==> src/rtl/sntx_pkg.sv <==
package sntx_pkg;
  // Register byte offsets
  localparam logic [5:0] OFS_CTRL1 = 6'h00;
  localparam logic [5:0] OFS_TICK  = 6'h04;
  localparam logic [5:0] OFS_FRAME = 6'h08;
  localparam logic [5:0] OFS_DATL  = 6'h0c;
  localparam logic [5:0] OFS_DATH  = 6'h10;
  localparam logic [5:0] OFS_ISTAT = 6'h14;
  localparam logic [5:0] OFS_IMASK = 6'h18;
  localparam logic [5:0] OFS_TRIG  = 6'h1c;
  localparam logic [5:0] OFS_STATE = 6'h20;
  // Control 1 field positions
  localparam int NIB_LSB = 0;
  localparam int PPE_BIT = 7;
  localparam int CRC_BIT = 8;
  localparam int TXM_BIT = 10;
  localparam int RCV_BIT = 11;
  localparam int EN_BIT  = 15;
  // Interrupt status bits
  localparam int IRQ_DONE = 0;
  localparam int IRQ_OVR  = 1;
  localparam int IRQ_W    = 2;
  // Frame timing in ticks, nibble count limits, CRC constants
  localparam logic [9:0]  SYNC_TICKS = 10'h038;
  localparam logic [9:0]  NIB_BASE   = 10'h00c;
  localparam logic [9:0]  PAUSE_MIN  = 10'h00c;
  localparam logic [9:0]  PAUSE_MAX  = 10'h300;
  localparam logic [9:0]  LOW_TICKS  = 10'h005;
  localparam logic [11:0] FRAME_MAX  = 12'h7ff;
  localparam logic [2:0]  NIB_MIN    = 3'h1;
  localparam logic [2:0]  NIB_MAX    = 3'h6;
  localparam logic [3:0]  CRC_SEED   = 4'h5;
  localparam logic [3:0]  CRC_POLY   = 4'hd;
  // Reset values
  localparam logic [15:0] TICK_RST   = 16'h0000;
  localparam logic [15:0] FRAME_RST  = 16'h0000;

  typedef struct packed {
    logic       module_enable_bit;
    logic       receive_select_bit;
    logic       transmit_sync_select;
    logic       hw_crc_enable;
    logic       pause_pulse_enable;
    logic [2:0] nibble_count_field;
  } sntx_ctrl_t;

  typedef enum logic [1:0] {
    ST_IDLE  = 2'b00,
    ST_SYNC  = 2'b01,
    ST_NIB   = 2'b10,
    ST_PAUSE = 2'b11
  } sntx_state_t;
endpackage

==> src/rtl/sntx_top.sv <==
// Summary of operation
// - After reset, transmit operation is selected
// - Continuous asynchronous or software-triggered frames
// - Sync 56 ticks, status, data, CRC, pause
// - Tick lasts tick field plus one clocks
// - Async pause pads frame to frame field
// - Pause always between 12 and 768 ticks
// - Frame field above 2047 acts as 2047
// - Nibble count field sets 1 to 6
// - Receive select bit clear means transmit
// - Sync select bit picks triggered sending
// - CRC enable picks hardware or software CRC
// - Pause enable bit adds pause pulse in async mode only
// - Sending starts only once enable is set
// - Frame completion raises an interrupt
`timescale 1ns/10ps
`default_nettype none
module sntx_top
  import sntx_pkg::*;
(
  // Clock and reset
  input  wire logic        CLK_I,
  input  wire logic        RESETN_I,
  // Avalon-MM slave
  input  wire logic [5:0]  AVS_ADDRESS_I,
  input  wire logic        AVS_READ_I,
  input  wire logic        AVS_WRITE_I,
  input  wire logic [31:0] AVS_WRITEDATA_I,
  output logic      [31:0] AVS_READDATA_O,
  output logic             AVS_WAITREQUEST_O,
  // Link and interrupt
  output logic             SENT_TX_O,
  output logic             IRQ_O
);
  import sntx_pkg::*;

  sntx_ctrl_t      ctrl_reg;
  sntx_state_t     state_reg;
  logic [15:0]     tick_reg, frame_reg, datl_reg, dath_reg;
  logic [IRQ_W-1:0] stat_reg, mask_reg, ev;
  logic            trig_reg, wait_reg, irq_reg, tx_reg;
  logic [31:0]     rdata_reg, word_reg;
  logic [15:0]     div_reg;
  logic [9:0]      cnt_reg, len_reg;
  logic [11:0]     el_reg;
  logic [2:0]      idx_reg;
  logic [3:0]      crc_reg;
  logic            wr_acc, tick_en, iv_end, run_ok, async_run;
  logic            start, last_nib, pause_go;
  logic [2:0]      n_eff;
  logic [3:0]      crc_next, nib_val;
  logic [12:0]     pause_raw;
  logic [9:0]      pause_len;
  logic [11:0]     frame_cap;

  assign AVS_READDATA_O    = rdata_reg;
  assign AVS_WAITREQUEST_O = wait_reg;
  assign SENT_TX_O         = tx_reg;
  assign IRQ_O             = irq_reg;

  function automatic logic [3:0] crc_of(input logic [31:0] w,
                                        input logic [2:0] n);
    logic [3:0] c;
    logic [3:0] d;
    logic       fb;
    c = CRC_SEED;
    for (int i = 1; i <= 7; i++) begin
      d = (i <= int'(n)) ? w[31-4*i -: 4] : 4'h0;
      if (i <= int'(n) || i == 7) begin
        for (int b = 3; b >= 0; b--) begin
          fb = c[3];
          c  = {c[2:0], d[b]};
          if (fb) begin
            c = c ^ CRC_POLY;
          end
        end
      end
    end
    return c;
  endfunction

  // Bus handshake, one wait state
  assign wr_acc = AVS_WRITE_I & ~wait_reg;
  always_ff @(posedge CLK_I) begin
    if (!RESETN_I) begin
      wait_reg <= 1'b1;
    end else begin
      wait_reg <= ~((AVS_READ_I | AVS_WRITE_I) & wait_reg);
    end
  end

  // Configuration registers
  always_ff @(posedge CLK_I) begin
    if (!RESETN_I) begin
      ctrl_reg  <= '0;
      tick_reg  <= TICK_RST;
      frame_reg <= FRAME_RST;
      datl_reg  <= '0;
      dath_reg  <= '0;
      mask_reg  <= '0;
    end else if (wr_acc) begin
      unique case (AVS_ADDRESS_I)
        OFS_CTRL1: ctrl_reg <= '{AVS_WRITEDATA_I[EN_BIT],
                                 AVS_WRITEDATA_I[RCV_BIT],
                                 AVS_WRITEDATA_I[TXM_BIT],
                                 AVS_WRITEDATA_I[CRC_BIT],
                                 AVS_WRITEDATA_I[PPE_BIT],
                                 AVS_WRITEDATA_I[NIB_LSB +: 3]};
        OFS_TICK:  tick_reg  <= AVS_WRITEDATA_I[15:0];
        OFS_FRAME: frame_reg <= AVS_WRITEDATA_I[15:0];
        OFS_DATL:  datl_reg  <= AVS_WRITEDATA_I[15:0];
        OFS_DATH:  dath_reg  <= AVS_WRITEDATA_I[15:0];
        OFS_IMASK: mask_reg  <= AVS_WRITEDATA_I[IRQ_W-1:0];
        default: begin
        end
      endcase
    end
  end

  // Read mux, unmapped reads zero
  always_ff @(posedge CLK_I) begin
    if (!RESETN_I) begin
      rdata_reg <= '0;
    end else begin
      unique case (AVS_ADDRESS_I)
        OFS_CTRL1: rdata_reg <= 32'(
          {ctrl_reg.module_enable_bit, 3'h0,
           ctrl_reg.receive_select_bit, ctrl_reg.transmit_sync_select,
           1'b0, ctrl_reg.hw_crc_enable, ctrl_reg.pause_pulse_enable,
           4'h0, ctrl_reg.nibble_count_field});
        OFS_TICK:  rdata_reg <= 32'(tick_reg);
        OFS_FRAME: rdata_reg <= 32'(frame_reg);
        OFS_DATL:  rdata_reg <= 32'(datl_reg);
        OFS_DATH:  rdata_reg <= 32'(dath_reg);
        OFS_ISTAT: rdata_reg <= 32'(stat_reg);
        OFS_IMASK: rdata_reg <= 32'(mask_reg);
        OFS_TRIG:  rdata_reg <= 32'(trig_reg);
        OFS_STATE: rdata_reg <= 32'({idx_reg, state_reg});
        default:   rdata_reg <= '0;
      endcase
    end
  end

  // Frame control terms
  assign run_ok    = ctrl_reg.module_enable_bit &
                     ~ctrl_reg.receive_select_bit;
  assign async_run = run_ok & ~ctrl_reg.transmit_sync_select;
  assign n_eff     = (ctrl_reg.nibble_count_field < NIB_MIN) ? NIB_MIN :
                     (ctrl_reg.nibble_count_field > NIB_MAX) ? NIB_MAX :
                     ctrl_reg.nibble_count_field;
  assign tick_en   = (state_reg != ST_IDLE) && (div_reg == tick_reg);
  assign iv_end    = tick_en && (cnt_reg == len_reg - 10'h001);
  assign last_nib  = (idx_reg == n_eff + 3'h1);
  assign pause_go  = async_run & ctrl_reg.pause_pulse_enable;
  assign start     = run_ok && (ctrl_reg.transmit_sync_select ?
                                trig_reg : 1'b1);
  assign crc_next  = ctrl_reg.hw_crc_enable ?
                     crc_of({dath_reg, datl_reg}, n_eff) :
                     datl_reg[3:0];
  assign frame_cap = (frame_reg > 16'(FRAME_MAX)) ? FRAME_MAX :
                     frame_reg[11:0];
  assign pause_raw = {1'b0, frame_cap} - {1'b0, el_reg} - 13'h0001;
  assign pause_len = (pause_raw[12] || pause_raw < 13'(PAUSE_MIN)) ?
                     PAUSE_MIN :
                     (pause_raw > 13'(PAUSE_MAX)) ? PAUSE_MAX :
                     pause_raw[9:0];
  assign nib_val   = (idx_reg + 3'h1 == n_eff + 3'h1) ? crc_reg :
                     word_reg[31 - 4*(int'(idx_reg) + 1) -: 4];

  // Tick divider
  always_ff @(posedge CLK_I) begin
    if (!RESETN_I || state_reg == ST_IDLE || tick_en) begin
      div_reg <= '0;
    end else begin
      div_reg <= div_reg + 16'h0001;
    end
  end

  // Frame sequencer
  always_ff @(posedge CLK_I) begin
    if (!RESETN_I) begin
      state_reg <= ST_IDLE;
      cnt_reg   <= '0;
      len_reg   <= '0;
      el_reg    <= '0;
      idx_reg   <= '0;
      word_reg  <= '0;
      crc_reg   <= '0;
    end else if (!run_ok) begin
      state_reg <= ST_IDLE;
    end else if ((state_reg == ST_IDLE && start) ||
                 (iv_end && ((state_reg == ST_PAUSE) ||
                  (state_reg == ST_NIB && last_nib && !pause_go)) &&
                  start)) begin
      state_reg <= ST_SYNC;
      len_reg   <= SYNC_TICKS;
      cnt_reg   <= '0;
      el_reg    <= '0;
      idx_reg   <= '0;
      word_reg  <= {dath_reg, datl_reg};
      crc_reg   <= crc_next;
    end else if (iv_end) begin
      cnt_reg <= '0;
      el_reg  <= el_reg + 12'h001;
      unique case (state_reg)
        ST_SYNC: begin
          state_reg <= ST_NIB;
          len_reg   <= NIB_BASE + 10'(word_reg[31:28]);
        end
        ST_NIB: begin
          if (!last_nib) begin
            idx_reg <= idx_reg + 3'h1;
            len_reg <= NIB_BASE + 10'(nib_val);
          end else if (pause_go) begin
            state_reg <= ST_PAUSE;
            len_reg   <= pause_len;
          end else begin
            state_reg <= ST_IDLE;
          end
        end
        ST_PAUSE: state_reg <= ST_IDLE;
        ST_IDLE:  state_reg <= ST_IDLE;
      endcase
    end else if (tick_en) begin
      cnt_reg <= cnt_reg + 10'h001;
      el_reg  <= el_reg + 12'h001;
    end
  end

  // Line driver, low pulse at each interval start
  always_ff @(posedge CLK_I) begin
    if (!RESETN_I) begin
      tx_reg <= 1'b1;
    end else begin
      tx_reg <= !(state_reg != ST_IDLE && cnt_reg < LOW_TICKS);
    end
  end

  // Software trigger, held until a frame starts
  always_ff @(posedge CLK_I) begin
    if (!RESETN_I) begin
      trig_reg <= 1'b0;
    end else if (wr_acc && AVS_ADDRESS_I == OFS_TRIG &&
                 AVS_WRITEDATA_I[0]) begin
      trig_reg <= 1'b1;
    end else if (run_ok && state_reg == ST_IDLE) begin
      trig_reg <= 1'b0;
    end else if (iv_end && state_reg != ST_SYNC &&
                 (state_reg == ST_PAUSE || (last_nib && !pause_go))) begin
      trig_reg <= 1'b0;
    end
  end

  // Interrupt status, set wins over clear
  assign ev[IRQ_DONE] = iv_end && state_reg == ST_NIB && last_nib;
  assign ev[IRQ_OVR]  = wr_acc && AVS_ADDRESS_I == OFS_TRIG &&
                        AVS_WRITEDATA_I[0] && trig_reg;
  always_ff @(posedge CLK_I) begin
    if (!RESETN_I) begin
      stat_reg <= '0;
      irq_reg  <= 1'b0;
    end else begin
      stat_reg <= ev | (stat_reg & ~((wr_acc && AVS_ADDRESS_I == OFS_ISTAT)
                  ? AVS_WRITEDATA_I[IRQ_W-1:0] : '0));
      irq_reg  <= |(stat_reg & mask_reg);
    end
  end

  // Assertion helpers
  logic [15:0] gap_cnt;
  always_ff @(posedge CLK_I) begin
    if (!RESETN_I || tick_en || state_reg == ST_IDLE) begin
      gap_cnt <= '0;
    end else begin
      gap_cnt <= gap_cnt + 16'h0001;
    end
  end

  a_reset_tx_mode: assert property (
    @(posedge CLK_I)
    !$past(RESETN_I) && RESETN_I |-> !ctrl_reg.receive_select_bit &&
      state_reg == ST_IDLE && SENT_TX_O)
    else $error("not idle in transmit mode after reset");
  a_sync_len: assert property (
    @(posedge CLK_I) disable iff (!RESETN_I)
    state_reg == ST_SYNC |-> len_reg == SYNC_TICKS)
    else $error("sync interval not 56 ticks");
  a_nib_value: assert property (
    @(posedge CLK_I) disable iff (!RESETN_I)
    state_reg == ST_NIB |-> len_reg >= NIB_BASE &&
      len_reg <= NIB_BASE + 10'h00f)
    else $error("nibble interval out of range");
  a_tick_period: assert property (
    @(posedge CLK_I) disable iff (!RESETN_I)
    tick_en && $stable(tick_reg) |-> gap_cnt == tick_reg)
    else $error("tick spacing wrong");
  a_pause_bounds: assert property (
    @(posedge CLK_I) disable iff (!RESETN_I)
    state_reg == ST_PAUSE |-> len_reg >= PAUSE_MIN &&
      len_reg <= PAUSE_MAX)
    else $error("pause length out of range");
  a_pause_async: assert property (
    @(posedge CLK_I) disable iff (!RESETN_I)
    $rose(state_reg == ST_PAUSE) |-> $past(pause_go))
    else $error("pause outside async pause mode");
  a_frame_cap: assert property (
    @(posedge CLK_I) disable iff (!RESETN_I)
    $rose(state_reg == ST_PAUSE) |-> len_reg == PAUSE_MIN ||
      12'(len_reg) + el_reg <= FRAME_MAX)
    else $error("frame longer than cap");
  a_nib_count: assert property (
    @(posedge CLK_I) disable iff (!RESETN_I)
    state_reg == ST_NIB |-> idx_reg <= n_eff + 3'h1)
    else $error("too many nibbles");
  a_enable_start: assert property (
    @(posedge CLK_I) disable iff (!RESETN_I)
    state_reg == ST_IDLE ##1 state_reg == ST_SYNC |-> $past(run_ok))
    else $error("frame began while disabled");
  a_done_irq: assert property (
    @(posedge CLK_I) disable iff (!RESETN_I)
    ev[IRQ_DONE] && mask_reg[IRQ_DONE] |-> ##2 IRQ_O)
    else $error("frame completion irq missing");
  a_sync_trig: assert property (
    @(posedge CLK_I) disable iff (!RESETN_I)
    state_reg == ST_IDLE && ctrl_reg.transmit_sync_select && !trig_reg
      |=> state_reg == ST_IDLE)
    else $error("sync mode started without trigger");
  a_ovr_flag: assert property (
    @(posedge CLK_I) disable iff (!RESETN_I)
    ev[IRQ_OVR] |=> stat_reg[IRQ_OVR])
    else $error("trigger overrun not flagged");
  a_done_sticky: assert property (
    @(posedge CLK_I) disable iff (!RESETN_I)
    stat_reg[IRQ_DONE] && !(wr_acc && AVS_ADDRESS_I == OFS_ISTAT &&
      AVS_WRITEDATA_I[IRQ_DONE]) |=> stat_reg[IRQ_DONE])
    else $error("frame done flag lost without clear");
  a_irq_level: assert property (
    @(posedge CLK_I) disable iff (!RESETN_I)
    (|(stat_reg & mask_reg)) |=> IRQ_O)
    else $error("irq low with unmasked status");
  a_irq_quiet: assert property (
    @(posedge CLK_I) disable iff (!RESETN_I)
    !(|(stat_reg & mask_reg)) |=> !IRQ_O)
    else $error("irq high with no unmasked status");
  a_idle_line: assert property (
    @(posedge CLK_I) disable iff (!RESETN_I)
    state_reg == ST_IDLE |=> SENT_TX_O)
    else $error("line low while idle");
  a_low_pulse: assert property (
    @(posedge CLK_I) disable iff (!RESETN_I)
    state_reg != ST_IDLE && cnt_reg < LOW_TICKS |=> !SENT_TX_O)
    else $error("interval start pulse missing");
endmodule
`default_nettype wire

==> config.mk <==
export PLATFORM = sky130hd
export DESIGN_NAME = sntx_top
export DESIGN_NICKNAME = d
export VERILOG_FILES = /design/src/rtl/sntx_pkg.sv /design/src/rtl/sntx_top.sv
export SDC_FILE = /design/constraint.sdc
export NUM_CORES = 1
export LEC_CHECK = 0
export BUFFER_PORTS_ARGS = -buffer_cell sky130_fd_sc_hd__buf_4
export CAP_MARGIN = 20
export CORE_MARGIN = 2
export CORE_UTILIZATION = 36
export CTS_CLUSTER_SIZE = 10
export DETAILED_ROUTE_END_ITERATION = 6
export PLACE_DENSITY_LB_ADDON = 0.08
export REMOVE_ABC_BUFFERS = 1
export SETUP_SLACK_MARGIN = 0.02
export SLEW_MARGIN = 20
export SYNTH_ARGS = -nofsm -noshare
export SYNTH_HDL_FRONTEND = slang
export SYNTH_SLANG_ARGS = --single-unit
==> constraint.sdc <==
create_clock -name CLK_I -period 5.3 [get_ports CLK_I]
set_input_delay 0.795 -clock CLK_I [delete_from_list [all_inputs] [get_ports CLK_I]]
set_output_delay 0.795 -clock CLK_I [all_outputs]
set_load 0.01 [all_outputs]
==> impl_metrics.tcl <==
set metrics [dict create \
    rsz0062_at_grt "false" \
    p_total_mw 2.73 \
    finalSetupTns_ps 0 \
    synth_top_family_by_area "simple AND/OR/NAND/NOR gates" \
    max_freq_mhz 206 \
    async_flop_share 0 \
    stdcell_area_mm2 0.0115 \
    synth_edf_count 0 \
    synth_cells 1260 \
    nets 1342 \
    n_antenna_cell 0 \
    grt_pass1_wl_um 49300 \
    start_util 0.369 \
    yosys_warnings 0 \
    yosys-top-cells-count "nand2_1, dfxtp_1, a21oi_1" \
    cts-htree-levels 4 \
    top_layer "met4" \
    min-delay-start "word_reg[17]" \
    vias_per_cell 5.27 \
    timing.final.crit_share 0.917 \
    clk_latency_ps 440 \
    yosysMostFrequentCell "nand2_1" \
    synth_xor_area_frac 0.141 \
    synth.distinct_cells 76 \
    synthToLayoutAreaGrowth_pct 11.2 \
    hold_depth 2 \
    muxShareOfSynthArea 0.0383 \
    grt_overflow_total 0 \
    critPathArrivalTime_ps 5230 \
    synth_compound_area_frac 0.160 \
    hpwl_um 23700 \
    cts-root-buf "clkbuf_16" \
    first_pass_iters 7 \
    cts_sinks 185 \
    slew_headroom 0.310 \
    vias 8770 \
    chipWidth_um 173 \
    cts_setup_buffers 0 \
    startpoint_type "flop" \
    fin_util 0.410 \
    finalCriticalPeriod_ps 4860 \
    final_layout_size_suffix_gt1_frac 0.106 \
    yosysSeqAreaShare 0.359 \
    io_pins 77 \
    wl_per_cell_um 19.2 \
    yosys.area.top_type "dfxtp_1" \
    vdd_drop_max_v 0.000194 \
    rr_worst_depth 19 \
    drt-met1-wl_um 15600 \
    ff2ff_setup_slack_ps 440 \
    end_kind "flop" \
    port_buffers 44 \
    syn_avg_cell_area_um2 8.19 \
    p_per_area_mw_per_mm2 237 \
    r2r_start "frame_reg[12]" \
    r2r_end "len_reg[0]" \
    drt-initial-drc-count 1052 \
    cts_made_buffers 17 \
    max_slew.worst_pin.slew_ps 1030 \
    p_leak_nw 4.11 \
    synth_fa_ha_area_frac 0.0347 \
    grt_max_degree 92 \
    core-area_mm2 0.0280 \
    antenna_found_initial 0 \
    cts_buffer_depth 2 \
    status "finished with violations" \
    crit_type "flop to flop" \
    placed_area_mm2 0.0109 \
    syn_area_mm2 0.0103 \
    grt_pass1_vias 8180 \
    drc 1 \
    cp.required_ps 5670 \
    fp.dieArea_mm2 0.0300 \
    ys_ff_latch 185 \
    ys.flop_type "dfxtp_1" \
    violations "design-rule violations" \
    synth.top_cell.area_share 0.359 \
    slew_violations 0 \
    holdWs_ps 455 \
    crit_fanout 11 \
    die-height_um 173 \
    place_congestion 0.831 \
    track_usage 0.211 \
    finalSetupViolCount 0 \
    cts_hold_buf 0 \
    largest_reg_flops 32 \
    detail_route.wirelength_um 31900 \
    drtAntennaViolNets 0 \
    met3_length_um 1620 \
    cts_tree "built" \
    hold_path_class "flop to flop" \
    cts.clk_slew.worst_paths_ps 80 \
    drv_cap 0 \
    hold_violations 0 \
    yosys-top-cells-area "dfxtp_1, nand2_1, a21oi_1" \
    hold_end "word_reg[17]" \
    skew_ps 14.1 \
    synth_simple_gate_area_share 0.216 \
    core.rowCount 61 \
    met2WireLength_um 14300 \
]
-- logic make-up (layout without fill, tap and decap cells) --
family,after synthesis,in the layout
simple gates,498,498
flops,185,185
fa+ha+maj,28,28
mux,28,28
xor+xnor,130,130
compound gates,270,270
buf+inv,120,129
other cells,1,17
-- what timing repair did --
action                                  in CTS  in global routing
endpoints found under the hold margin        0                  0
endpoints found under the setup margin       0                  2
resized for setup                            0                  1
-- final cells by class --
cell class,instances,area [um^2]
Tap cell,378,473
Multi-Input combinational cell,971,6160
Sequential cell,185,3700
Timing Repair Buffer,61,458
Fill cell,2934,16500
Clock inverter,13,111
Clock buffer,19,433
Inverter,36,138
-- routing by layer --
metal	vias to the layer above	track usage
met3	19	0.0263
met5	-	0
li1	4348	-
met1	4131	0.313
met4	0	0.0459
met2	272	0.328
-- worst max-delay path, cell delays in order, from the launching register on --
cell,delay [ps]
dfxtp_1,330
or4_4,610
or3_1,340
ha_1,220
fa_1,400
a21o_1,170
a21oi_1,180
o21bai_1,80
a21oi_1,220
o21bai_1,90
a21oi_1,220
o21bai_1,140
a21o_1,210
o32a_1,340
o21a_1,160
nor3_1,200
buf_4,170
a31oi_1,100
or4_1,480
a21oi_1,150
-- how the worst max path moves through the flow --
stage / cells past startpoint / startpoint / to / slack [ps]
floorplan: 16 / ctrl_reg[2] / el_reg[11] / 140
global placement: 19 / frame_reg[12] / len_reg[0] / 370
detailed placement: 19 / frame_reg[12] / len_reg[0] / 340
CTS: 19 / frame_reg[12] / len_reg[0] / 320
global route: 19 / frame_reg[12] / len_reg[0] / 110
finish: 19 / frame_reg[12] / len_reg[0] / 440
-- power by group --
group          total [mW]  internal, mW  switching (mW)
clock                1.23         0.613           0.615
combinational       0.104        0.0325          0.0714
sequential           1.39          1.39         0.00256
total                2.73          2.04           0.689
-- cell usage in the layout, fill, tap and decap left out, drive strengths merged, types with 4 or more instances in the layout --
master and n:
a21o 8, o21ai 29, conb 17, nand2 269
a31oi 10, nor3b 5, mux2 6, inv 41
buf 61, a22oi 14, xor2 42, dfxtp 185
nand2b 6, nand4 18, a222oi 16, nor3 12
a21oi 152, nand3 33, or3 16, nor4 7
and3 12, o21bai 6, a221oi 4, xnor2 71
ha 27, xor3 6, clkbuf 19, clkinv 6
a211oi 5, mux4 8, o21a 4, and2 12
or4 7, nor2 87, nor2b 6, xnor3 11
mux2i 14
-- stage by stage --
step	setup WS, ps	cells
finish	442	1663
global route	110	1663
CTS	323	1663
detailed placement	345	1631
global placement	366	1631
floorplan	140	1192
Note: power is estimated with default switching activity, not from simulation.
